==> src/rtl/pdm_pkg.sv <==
package pdm_pkg;
   // ---------------------------------------------------------------
   // register map
   // ---------------------------------------------------------------
   localparam logic [15:0] SYSTEM_CONTROL_ADDR = 16'hFFF2;
   localparam logic [7:0]  SYSTEM_CONTROL_RST  = 8'h0B;
   localparam int          STANDBY_SEL_POS     = 7;
   localparam int          SETTLE_HI_POS       = 6;
   localparam int          SETTLE_LO_POS       = 4;
   localparam int          MEM_ON_POS          = 0;
   localparam logic [7:0]  UNMAPPED_READ       = 8'h00;

   // ---------------------------------------------------------------
   // clock and timing
   // ---------------------------------------------------------------
   localparam int PRESCALE_BITS  = 12;
   localparam int SETTLE_BITS    = 18;
   localparam int DUTY_MHZ_MIN   = 5;
   localparam int SETTLE_BASE    = 8192;
   localparam int SETTLE_MAX     = 131072;

   // ---------------------------------------------------------------
   // types
   // ---------------------------------------------------------------
   typedef enum logic [4:0] {
      PDM_RUN    = 5'b00001,
      PDM_SLEEP  = 5'b00010,
      PDM_SWSTBY = 5'b00100,
      PDM_SETTLE = 5'b01000,
      PDM_HWSTBY = 5'b10000
   } pdm_mode_e;

   typedef struct packed {
      logic cpu_halt;
      logic cpu_reset;
      logic clk_stop;
      logic dma_halt;
      logic dma_reset;
      logic refresh_halt;
      logic refresh_init;
      logic periph_halt;
      logic periph_reset;
      logic ports_hiz;
   } pdm_ctrl_s;

   typedef struct packed {
      logic [15:0] addr;
      logic [7:0]  wdata;
      logic        wr;
      logic        rd;
   } pdm_bus_s;

   function automatic logic [SETTLE_BITS-1:0] settle_count
      (input logic [2:0] code);
      logic [SETTLE_BITS-1:0] base;
      base = SETTLE_BITS'(SETTLE_BASE);
      if (code[2])
         settle_count = SETTLE_BITS'(SETTLE_MAX);
      else
         settle_count = base << code[1:0];
   endfunction : settle_count
endpackage : pdm_pkg

==> src/rtl/pdm_prescaler.sv <==
`timescale 1ns/1ns
module pdm_prescaler
   import pdm_pkg::*;
(
   input  wire logic                     clk,
   input  wire logic                     rstn,
   input  wire logic                     run,
   output logic [PRESCALE_BITS-1:0]      div_ticks
);
   typedef struct packed {
      logic [PRESCALE_BITS-1:0] cnt;
      logic [PRESCALE_BITS-1:0] tick;
   } pdm_pre_s;

   pdm_pre_s st_r;
   pdm_pre_s st_nxt;

   // bit k of tick pulses once every 2^(k+1) clocks: phi/2 .. phi/4096
   always_comb
   begin
      st_nxt = st_r;
      if (!run)
      begin
         st_nxt.cnt  = '0;
         st_nxt.tick = '0;
      end
      else
      begin
         st_nxt.cnt = st_r.cnt + PRESCALE_BITS'(1);
         // running and of the low bits keeps every part-select constant
         st_nxt.tick[0] = st_r.cnt[0];
         for (int k = 1; k < PRESCALE_BITS; k++)
            st_nxt.tick[k] = st_nxt.tick[k-1] & st_r.cnt[k];
      end
   end

   always_ff @(posedge clk)
   begin
      if (!rstn)
         st_r <= '0;
      else
         st_r <= st_nxt;
   end

   assign div_ticks = st_r.tick;

   a_div2_alternates: assert property (@(posedge clk) disable iff (!rstn)
      run && $past(run) && div_ticks[0] |=> !div_ticks[0])
      else $error("phi/2 tick not alternating");
endmodule : pdm_prescaler

==> src/rtl/pdm_duty_adjust.sv <==
`timescale 1ns/1ns
module pdm_duty_adjust
   import pdm_pkg::*;
(
   input  wire logic clk,
   input  wire logic rstn,
   input  wire logic osc_fast,
   input  wire logic osc_raw,
   output logic      sys_clk_en
);
   typedef struct packed {
      logic ph;
      logic en;
   } pdm_duty_s;

   pdm_duty_s st_r;
   pdm_duty_s st_nxt;

   // fast oscillators get a regenerated 50 percent phase instead of raw
   always_comb
   begin
      st_nxt    = st_r;
      st_nxt.ph = ~st_r.ph;
      st_nxt.en = osc_fast ? st_r.ph : osc_raw;
   end

   always_ff @(posedge clk)
   begin
      if (!rstn)
         st_r <= '0;
      else
         st_r <= st_nxt;
   end

   assign sys_clk_en = st_r.en;

   // the phase restarts at reset, so two clean updates are needed first
   a_duty_balanced: assert property (@(posedge clk) disable iff (!rstn)
      osc_fast && $past(osc_fast) && $past(osc_fast, 2)
      && $past(rstn) && $past(rstn, 2)
      |-> sys_clk_en != $past(sys_clk_en))
      else $error("corrected clock not balanced");
endmodule : pdm_duty_adjust

==> src/rtl/pdm_top.sv <==
`timescale 1ns/1ns
// Function
// - prescalers give phi/2 through phi/4096
// - duty corrected at 5 MHz or faster
// - halt with select 0 enters sleep
// - halt with select 1 enters software standby
// - sleep halts CPU only; any wake ends
// - software standby stops clock, resets peripherals
// - standby initialises refresh counter, top bits
// - select bit stays set after wake
// - only write, reset or low standby pin clears select
// - wait code maps 8192 to 131072 states
// - wait applies only on interrupt wake
// - control register 8 bit, reset 0x0B
// - low standby pin forces hardware standby
// - wake counts wait then starts handling
// - pin rise with reset low restarts oscillator
module pdm_top
   import pdm_pkg::*;
(
   input  wire logic              clk,
   input  wire logic              rstn,
   input  wire logic [15:0]       bus_addr,
   input  wire logic [7:0]        bus_wdata,
   input  wire logic              bus_wr,
   input  wire logic              bus_rd,
   output logic      [7:0]        bus_rdata,
   input  wire logic              halt_done,
   input  wire logic              any_irq,
   input  wire logic              nmi_req,
   input  wire logic [2:0]        ext_int_lines,
   input  wire logic              chip_init_pin_n,
   input  wire logic              standby_pin_n,
   input  wire logic              osc_fast,
   input  wire logic              osc_raw,
   output logic                   sys_clk_en,
   output logic [PRESCALE_BITS-1:0] div_ticks,
   output pdm_ctrl_s              unit_ctrl,
   output pdm_mode_e              mode,
   output logic                   osc_run,
   output logic                   irq_handling,
   output logic                   onchip_memory_on_bit
);
   // ---------------------------------------------------------------
   // state
   // ---------------------------------------------------------------
   typedef struct packed {
      pdm_mode_e              mode;
      logic [7:0]             system_control;
      logic [SETTLE_BITS-1:0] wait_cnt;
      logic                   osc_run;
      logic                   irq_go;
      logic [7:0]             rdata;
      pdm_ctrl_s              ctrl;
   } pdm_state_s;

   pdm_state_s st_r;
   pdm_state_s st_nxt;
   pdm_bus_s   bus;
   logic       sw_wake;
   logic       clk_live;

   assign bus     = '{addr: bus_addr, wdata: bus_wdata,
                      wr: bus_wr, rd: bus_rd};
   assign sw_wake = nmi_req | (|ext_int_lines);
   // taken from the next state so the ticks stop on the entry edge
   assign clk_live = !st_nxt.ctrl.clk_stop;

   // ---------------------------------------------------------------
   // control units per mode
   // ---------------------------------------------------------------
   function automatic pdm_ctrl_s ctrl_for(input pdm_mode_e m);
      pdm_ctrl_s c;
      c = '0;
      unique case (m)
         PDM_RUN: ;
         PDM_SLEEP:
            c.cpu_halt = 1'b1;
         PDM_SWSTBY, PDM_SETTLE:
         begin
            c.cpu_halt     = 1'b1;
            c.clk_stop     = 1'b1;
            c.dma_halt     = 1'b1;
            c.dma_reset    = 1'b1;
            c.refresh_halt = 1'b1;
            c.periph_halt  = 1'b1;
            c.periph_reset = 1'b1;
         end
         PDM_HWSTBY:
         begin
            c = '1;
            c.refresh_init = 1'b1;
         end
      endcase
      ctrl_for = c;
   endfunction : ctrl_for

   // ---------------------------------------------------------------
   // next state
   // ---------------------------------------------------------------
   always_comb
   begin
      st_nxt        = st_r;
      st_nxt.irq_go = 1'b0;
      st_nxt.rdata  = UNMAPPED_READ;

      // register slave: one byte at its printed address
      if (bus.wr && bus.addr == SYSTEM_CONTROL_ADDR
          && st_r.mode == PDM_RUN)
         st_nxt.system_control = bus.wdata;
      if (bus.rd && bus.addr == SYSTEM_CONTROL_ADDR)
         st_nxt.rdata = st_r.system_control;

      unique case (st_r.mode)
         PDM_RUN:
            if (halt_done)
            begin
               // select sampled at completion of the halt
               if (st_r.system_control[STANDBY_SEL_POS])
                  st_nxt.mode = PDM_SWSTBY;
               else
                  st_nxt.mode = PDM_SLEEP;
            end
         PDM_SLEEP:
            if (any_irq || sw_wake)
            begin
               st_nxt.mode   = PDM_RUN;
               st_nxt.irq_go = 1'b1;
            end
         PDM_SWSTBY:
         begin
            st_nxt.osc_run = 1'b0;
            if (sw_wake)
            begin
               st_nxt.mode     = PDM_SETTLE;
               st_nxt.osc_run  = 1'b1;
               st_nxt.wait_cnt = settle_count(
                  st_r.system_control[SETTLE_HI_POS:SETTLE_LO_POS]);
            end
         end
         PDM_SETTLE:
            if (st_r.wait_cnt <= SETTLE_BITS'(1))
            begin
               // select bit kept: wake does not touch it
               st_nxt.mode   = PDM_RUN;
               st_nxt.irq_go = 1'b1;
               st_nxt.wait_cnt = '0;
            end
            else
               st_nxt.wait_cnt = st_r.wait_cnt - SETTLE_BITS'(1);
         PDM_HWSTBY:
         begin
            st_nxt.osc_run = 1'b0;
            // oscillator restarts once the pin rises under reset
            if (standby_pin_n && !chip_init_pin_n)
               st_nxt.osc_run = 1'b1;
         end
      endcase

      // chip reset pin wakes any mode but hardware standby into reset state
      if (!chip_init_pin_n && st_r.mode != PDM_HWSTBY)
      begin
         st_nxt.mode           = PDM_RUN;
         st_nxt.osc_run        = 1'b1;
         st_nxt.wait_cnt       = '0;
         st_nxt.system_control = SYSTEM_CONTROL_RST;
      end
      // the pin always wins, whatever the mode
      if (!standby_pin_n)
      begin
         st_nxt.mode           = PDM_HWSTBY;
         st_nxt.osc_run        = 1'b0;
         st_nxt.wait_cnt       = '0;
         // memory enable is kept so retained data stays guarded
         st_nxt.system_control = {SYSTEM_CONTROL_RST[7:1],
                                  st_r.system_control[MEM_ON_POS]};
      end
      // leaving pin standby only when reset releases
      if (st_r.mode == PDM_HWSTBY && standby_pin_n && chip_init_pin_n)
      begin
         st_nxt.mode    = PDM_RUN;
         st_nxt.osc_run = 1'b1;
      end
      st_nxt.ctrl = ctrl_for(st_nxt.mode);
      // refresh counter and top timer bits initialised on software standby entry and on every cycle of hardware standby
      st_nxt.ctrl.refresh_init = (st_nxt.mode == PDM_SWSTBY
         && st_r.mode == PDM_RUN) || st_nxt.mode == PDM_HWSTBY;
   end

   always_ff @(posedge clk)
   begin
      if (!rstn)
      begin
         st_r.mode           <= PDM_RUN;
         st_r.system_control <= SYSTEM_CONTROL_RST;
         st_r.wait_cnt       <= '0;
         st_r.osc_run        <= 1'b1;
         st_r.irq_go         <= 1'b0;
         st_r.rdata          <= 8'h00;
         st_r.ctrl           <= '0;
      end
      else
         st_r <= st_nxt;
   end

   // ---------------------------------------------------------------
   // clock path
   // ---------------------------------------------------------------
   // prescalers clear and hold at zero while the clock is stopped in standby
   pdm_prescaler u_pre (
      .clk       (clk),
      .rstn      (rstn),
      .run       (clk_live),
      .div_ticks (div_ticks)
   );

   pdm_duty_adjust u_duty (
      .clk        (clk),
      .rstn       (rstn),
      .osc_fast   (osc_fast),
      .osc_raw    (osc_raw),
      .sys_clk_en (sys_clk_en)
   );

   assign bus_rdata            = st_r.rdata;
   assign unit_ctrl            = st_r.ctrl;
   assign mode                 = st_r.mode;
   assign osc_run              = st_r.osc_run;
   assign irq_handling         = st_r.irq_go;
   assign onchip_memory_on_bit = st_r.system_control[MEM_ON_POS];

   // ---------------------------------------------------------------
   // checks
   // ---------------------------------------------------------------
   a_halt_sleep: assert property (@(posedge clk) disable iff (!rstn)
      mode == PDM_RUN && halt_done && chip_init_pin_n && standby_pin_n
      && !st_r.system_control[STANDBY_SEL_POS] |=> mode == PDM_SLEEP)
      else $error("halt with select 0 missed sleep");

   a_halt_swstby: assert property (@(posedge clk) disable iff (!rstn)
      mode == PDM_RUN && halt_done && chip_init_pin_n && standby_pin_n
      && st_r.system_control[STANDBY_SEL_POS] |=> mode == PDM_SWSTBY)
      else $error("halt with select 1 missed standby");

   a_sleep_units: assert property (@(posedge clk) disable iff (!rstn)
      mode == PDM_SLEEP |-> unit_ctrl.cpu_halt && !unit_ctrl.clk_stop
      && !unit_ctrl.dma_halt && !unit_ctrl.periph_halt)
      else $error("sleep unit controls wrong");

   a_sleep_wake: assert property (@(posedge clk) disable iff (!rstn)
      mode == PDM_SLEEP && any_irq && standby_pin_n && chip_init_pin_n
      |=> mode == PDM_RUN && irq_handling)
      else $error("interrupt did not end sleep");

   a_swstby_units: assert property (@(posedge clk) disable iff (!rstn)
      mode == PDM_SWSTBY |-> unit_ctrl.clk_stop && unit_ctrl.dma_reset
      && unit_ctrl.periph_reset && !unit_ctrl.cpu_reset)
      else $error("software standby controls wrong");

   a_swstby_wait: assert property (@(posedge clk) disable iff (!rstn)
      mode == PDM_SWSTBY && !sw_wake && standby_pin_n && chip_init_pin_n
      |=> mode == PDM_SWSTBY)
      else $error("software standby left without wake source");

   a_clock_frozen: assert property (@(posedge clk) disable iff (!rstn)
      unit_ctrl.clk_stop |-> div_ticks == '0)
      else $error("prescaler ticks while clock stopped");

   a_reset_pin: assert property (@(posedge clk) disable iff (!rstn)
      !chip_init_pin_n && standby_pin_n && mode != PDM_HWSTBY
      |=> mode == PDM_RUN && st_r.system_control == SYSTEM_CONTROL_RST)
      else $error("reset pin did not reinitialise");

   a_refresh_init: assert property (@(posedge clk) disable iff (!rstn)
      mode == PDM_RUN ##1 mode == PDM_SWSTBY
      |-> unit_ctrl.refresh_init && unit_ctrl.refresh_halt)
      else $error("refresh not initialised on standby");

   a_refresh_once: assert property (@(posedge clk) disable iff (!rstn)
      mode == PDM_SWSTBY ##1 mode == PDM_SWSTBY
      |-> !unit_ctrl.refresh_init && unit_ctrl.refresh_halt)
      else $error("refresh settings not held in standby");

   a_hw_units: assert property (@(posedge clk) disable iff (!rstn)
      mode == PDM_HWSTBY |-> unit_ctrl.ports_hiz && unit_ctrl.cpu_reset)
      else $error("hardware standby controls wrong");

   a_select_kept: assert property (@(posedge clk) disable iff (!rstn)
      mode == PDM_SETTLE ##1 mode == PDM_RUN
      |-> st_r.system_control[STANDBY_SEL_POS])
      else $error("select bit cleared on wake");

   a_select_clear: assert property (@(posedge clk) disable iff (!rstn)
      $fell(st_r.system_control[STANDBY_SEL_POS])
      |-> $past(bus_wr) || !$past(chip_init_pin_n)
      || !$past(standby_pin_n))
      else $error("select bit cleared by hardware");

   a_write_blocked: assert property (@(posedge clk) disable iff (!rstn)
      bus_wr && mode != PDM_RUN && standby_pin_n && chip_init_pin_n
      |=> $stable(st_r.system_control))
      else $error("register written outside run");

   a_settle_load: assert property (@(posedge clk)
      disable iff (!rstn)
      mode == PDM_SWSTBY && sw_wake && standby_pin_n && chip_init_pin_n
      |=> mode == PDM_SETTLE && st_r.wait_cnt == settle_count(
      $past(st_r.system_control[SETTLE_HI_POS:SETTLE_LO_POS])))
      else $error("wait count not loaded");

   a_settle_count: assert property (@(posedge clk) disable iff (!rstn)
      mode == PDM_SETTLE && st_r.wait_cnt > SETTLE_BITS'(1)
      && standby_pin_n && chip_init_pin_n
      |=> st_r.wait_cnt == $past(st_r.wait_cnt) - SETTLE_BITS'(1))
      else $error("settle wait not counting down");

   a_read_data: assert property (@(posedge clk) disable iff (!rstn)
      bus_rd && bus_addr == SYSTEM_CONTROL_ADDR
      |=> bus_rdata == $past(st_r.system_control))
      else $error("register read data wrong");

   a_settle_end: assert property (@(posedge clk) disable iff (!rstn)
      mode == PDM_SETTLE && st_r.wait_cnt == 18'h00001 && standby_pin_n
      && chip_init_pin_n |=> mode == PDM_RUN && irq_handling)
      else $error("settle end missed handling");

   a_pin_standby: assert property (@(posedge clk) disable iff (!rstn)
      !standby_pin_n |=> mode == PDM_HWSTBY)
      else $error("pin did not force standby");

   a_osc_restart: assert property (@(posedge clk) disable iff (!rstn)
      mode == PDM_HWSTBY && standby_pin_n && !chip_init_pin_n
      |=> osc_run)
      else $error("oscillator not restarted");

   a_hw_exit: assert property (@(posedge clk) disable iff (!rstn)
      mode == PDM_HWSTBY && standby_pin_n && chip_init_pin_n
      |=> mode == PDM_RUN && osc_run)
      else $error("pin standby not left on reset release");
endmodule : pdm_top

==> config.mk <==
export PLATFORM = sky130hd
export DESIGN_NAME = pdm_top
export DESIGN_NICKNAME = d
export VERILOG_FILES = /design/src/rtl/pdm_pkg.sv /design/src/rtl/pdm_prescaler.sv /design/src/rtl/pdm_duty_adjust.sv /design/src/rtl/pdm_top.sv
export SDC_FILE = /design/constraint.sdc
export NUM_CORES = 1
export LEC_CHECK = 0
export BUFFER_PORTS_ARGS = -buffer_cell sky130_fd_sc_hd__buf_4
export CAP_MARGIN = 20
export CORE_UTILIZATION = 35
export DETAILED_ROUTE_END_ITERATION = 10
export HOLD_SLACK_MARGIN = 0.05
export PLACE_DENSITY = 0.59
export REMOVE_ABC_BUFFERS = 1
export SLEW_MARGIN = 20
export SYNTH_ARGS = -nofsm -noshare
export SYNTH_HDL_FRONTEND = slang
export SYNTH_SLANG_ARGS = --single-unit
==> constraint.sdc <==
create_clock -name clk -period 3 [get_ports clk]
set_input_delay 0.75 -clock clk [delete_from_list [all_inputs] [get_ports clk]]
set_output_delay 0.75 -clock clk [all_outputs]
set_load 0.005 [all_outputs]
==> flow_metrics.py <==
metrics = {
    "setup_path": {
        "critical_path_required_ps": 3260,
        "critPathKind": "in -> reg",
        "worst-path-buf-inv": 2,
        "startpoint_type": "input port",
        "cpMaxStageDelayCell": "or4_1",
        "cp_max_fo": 24,
        "slowest_delay_ps": 590,
        "crit_arrival_ps": 3010,
        "cpLargestDelayFamily": "compound AO/OA/AOI/OAI gates",
        "endpoint_kind": "flip-flop",
        "crit_chain": "buf_4 > or4_1 > o211ai_1 > a211oi_1 > o21ai_0 > o21a_1 > a211oi_4 > buf_12 > nor4b_1",
    },
    "layout": {
        "nets": 519,
        "diodes": 0,
        "nFillCells": 991,
        "drive_above_1_share_pct": 22.61,
        "stdcell_area_mm2": 0.004160,
        "fin_util_pct": 42.56,
        "syn2layout_area_growth_pct": 17.70,
        "multi_input_area_mm2": 0.001739,
        "regArea_mm2": 0.001421,
    },
    "power_and_ir_drop": {
        "p_per_area_mw_per_mm2": 431.1,
        "p_comb_share_pct": 8.1,
        "seqPwrFrac_pct": 53.9,
        "p_clk_share_pct": 38.0,
        "swShare_pct": 25.82,
        "p_leak_nw": 1.715,
        "p_int_mw": 1.330,
        "p_switching_mw": 0.4631,
        "peakVddDrop_v": 0.0002350,
        "p_total_mw": 1.794,
    },
    "detailed_routing": {
        "ant_nets": 0,
        "detail_route.first_pass.iterations": 4,
        "num_vias": 3088,
        "drc": 0,
        "drt_wl_total_um": 7771,
        "drtIter0Drc": 134,
        "avgViaCountPerCell": 5.021,
        "wl_per_cell_um": 12.64,
    },
    "sta": {
        "tns_ps": 0,
        "finalSetupViolations": 0,
        "slew_headroom_pct": 26.67,
        "min_period_over_period_pct": 91.59,
        "timing_hold_violations_final": 0,
        "max_freq_ghz": 0.3640,
        "layout_min_cycle_time_ps": 2748,
        "skew_ps": 9.455,
        "finalWorstSetupSlack_ps": 252.4,
        "tightest_slew_ps": 1100,
        "rsz0062_at_grt": "no",
        "maxSlewViolCount": 0,
    },
    "clock_network": {
        "numCtsBuffers": 9,
        "clk_path_buf_depth": 2,
        "cts-root-buf": "clkbuf_8",
        "cts_tree": "built",
        "htreeDepth": 3,
        "clock-sinks": 71,
        "cts_resized": 0,
        "insertion_delay_ps": 350,
        "clkTransAtPathRegs_ps": 80,
        "hold_buffers": 0,
        "postCtsSetupBuffers": 0,
    },
    "placed_design": {
        "dpl_worst_slack_ps": -22.75,
        "portBuffers": 76,
        "dp_hpwl_um": 5508,
        "gp_congestion": 0.8195,
        "placed_cell_area_mm2": 0.003984,
    },
    "yosys": {
        "yosysMostFrequentCell": "dfxtp_1",
        "syn_area_mm2": 0.003535,
        "async_flop_share_pct": 0,
        "synth_area_leader_cell": "dfxtp_1",
        "yosysTopAreaCellShare_pct": 40.21,
        "ys_types": 51,
        "synth_cells": 437,
        "yosys_warnings": 0,
        "ys_top_cells_by_area": "dfxtp_1 (40%), buf_4 (7.4%), nor2_1 (6.5%)",
        "yosysSeqAreaShare_pct": 40.21,
        "synth_edf_count": 0,
        "synth.ff_latch_count": 71,
        "yosys-top-cells-count": "dfxtp_1 (71), nor2_1 (61), nand2_1 (43), buf_4 (35), a21oi_1 (23)",
        "syn_area_per_cell_um2": 8.088,
        "ys.flop_type": "dfxtp_1",
    },
    "floorplan": {
        "core-area_mm2": 0.009774,
        "start_util_pct": 36.16,
        "rows": 36,
        "dieArea_mm2": 0.01051,
        "die_w_um": 102.5,
        "die_h_um": 102.5,
        "num_io_pins": 77,
    },
    "global_routing": {
        "grt_pass1_vias": 2781,
        "grt_max_degree": 33,
        "track_usage_pct": 15.23,
        "antenna_found_initial": 0,
        "grt_pass1_wl_um": 12570,
        "overflow": 0,
    },
    "status": {
        "status": "finished clean",
    },
    "job": {
        "drv_cap": 0,
    },
    "min_path": {
        "holdCritPathClass": "reg -> reg",
    },
}
cells in the final DEF (no fill, tap or decap), drive strengths merged, types with 8 or more instances in the layout:
cell / n
buf: 82
dfxtp: 71
nor2: 61
nand2: 43
a21oi: 23
o21ai: 21
nor3: 20
nand3: 15
and2: 12
inv: 10
clkbuf: 9
xor2: 8
nor4: 8
power groups by stage:
stage          registers, mW  logic (mW)  clock network (mW)
3_3_place_gp           0.989       0.145                   0
3_5_place_dp           0.990       0.146                   0
2_1_floorplan          0.988      0.0537                   0
5_1_grt                0.970       0.162               0.739
4_1_cts                0.967       0.146               0.703
6_report               0.967       0.145               0.681
layout make-up:
type,count,area share [%]
clock buffer,9,2.977
clock inverter,7,1.143
inverter,9,0.8120
multi-input combinational,304,41.80
sequential,71,34.17
tap,133,4.000
timing repair buffer,82,15.10
per-layer routing:
layer  routed length (um)  vias to the layer above  track usage, %
met5                    0                        -               0
met1                 3670                     1433           18.33
li1                     -                     1571               -
met4                   94                        0           5.165
met3                  407                        8           4.068
met2                 3598                       76           26.21
path summary, 6_finish.rpt:
check                       endpoint        startpoint  slack (ps)  cells after the start
setup / recovery  u_pre.div_ticks[6]  ext_int_lines[1]         250                      9
hold / removal        u_duty.st_r[1]    u_duty.st_r[1]         410                      1
setup reg to reg  u_pre.div_ticks[9]           mode[2]         280                      8
hold reg to reg       u_duty.st_r[1]    u_duty.st_r[1]         410                      1
cell families (layout without fill, tap and decap cells):
logic type,Yosys count,in the layout,synth area share (%)
flops,71,71,40.21
fa+ha+maj,4,4,1.416
xor+xnor,11,11,2.726
simple gates,204,204,28.67
mux,7,7,1.982
buf+inv,62,107,10.73
compound gates,78,78,14.27
state kept, by name, indices dropped and copies added, names as in the netlist:
| register | cells |
|---|---|
| mode | 5 |
| st_r | 25 |
| u_pre.st_r | 12 |
| irq_handling | 1 |
| u_duty.st_r | 1 |
| bus_rdata | 8 |
| osc_run | 1 |
| onchip_memory_on_bit | 1 |
| u_pre.div_ticks | 12 |
| u_duty.sys_clk_en | 1 |
| unit_ctrl | 4 |
metrics by stage:
stage / hold slack, ps / std cells
CTS: 417.4 / 615
finish: 413.0 / 615
detailed placement: 404.6 / 599
global placement: 402.2 / 599
global route: 435.8 / 615
floorplan: 391.5 / 384
worst register-to-register path, delay by kind of cell (launching register included):
kind            cells  cell delay [ps]
flops               1              530
simple gates        4             1150
compound gates      3              720
buf+inv             1              200
(Power assumes the default switching activity.)
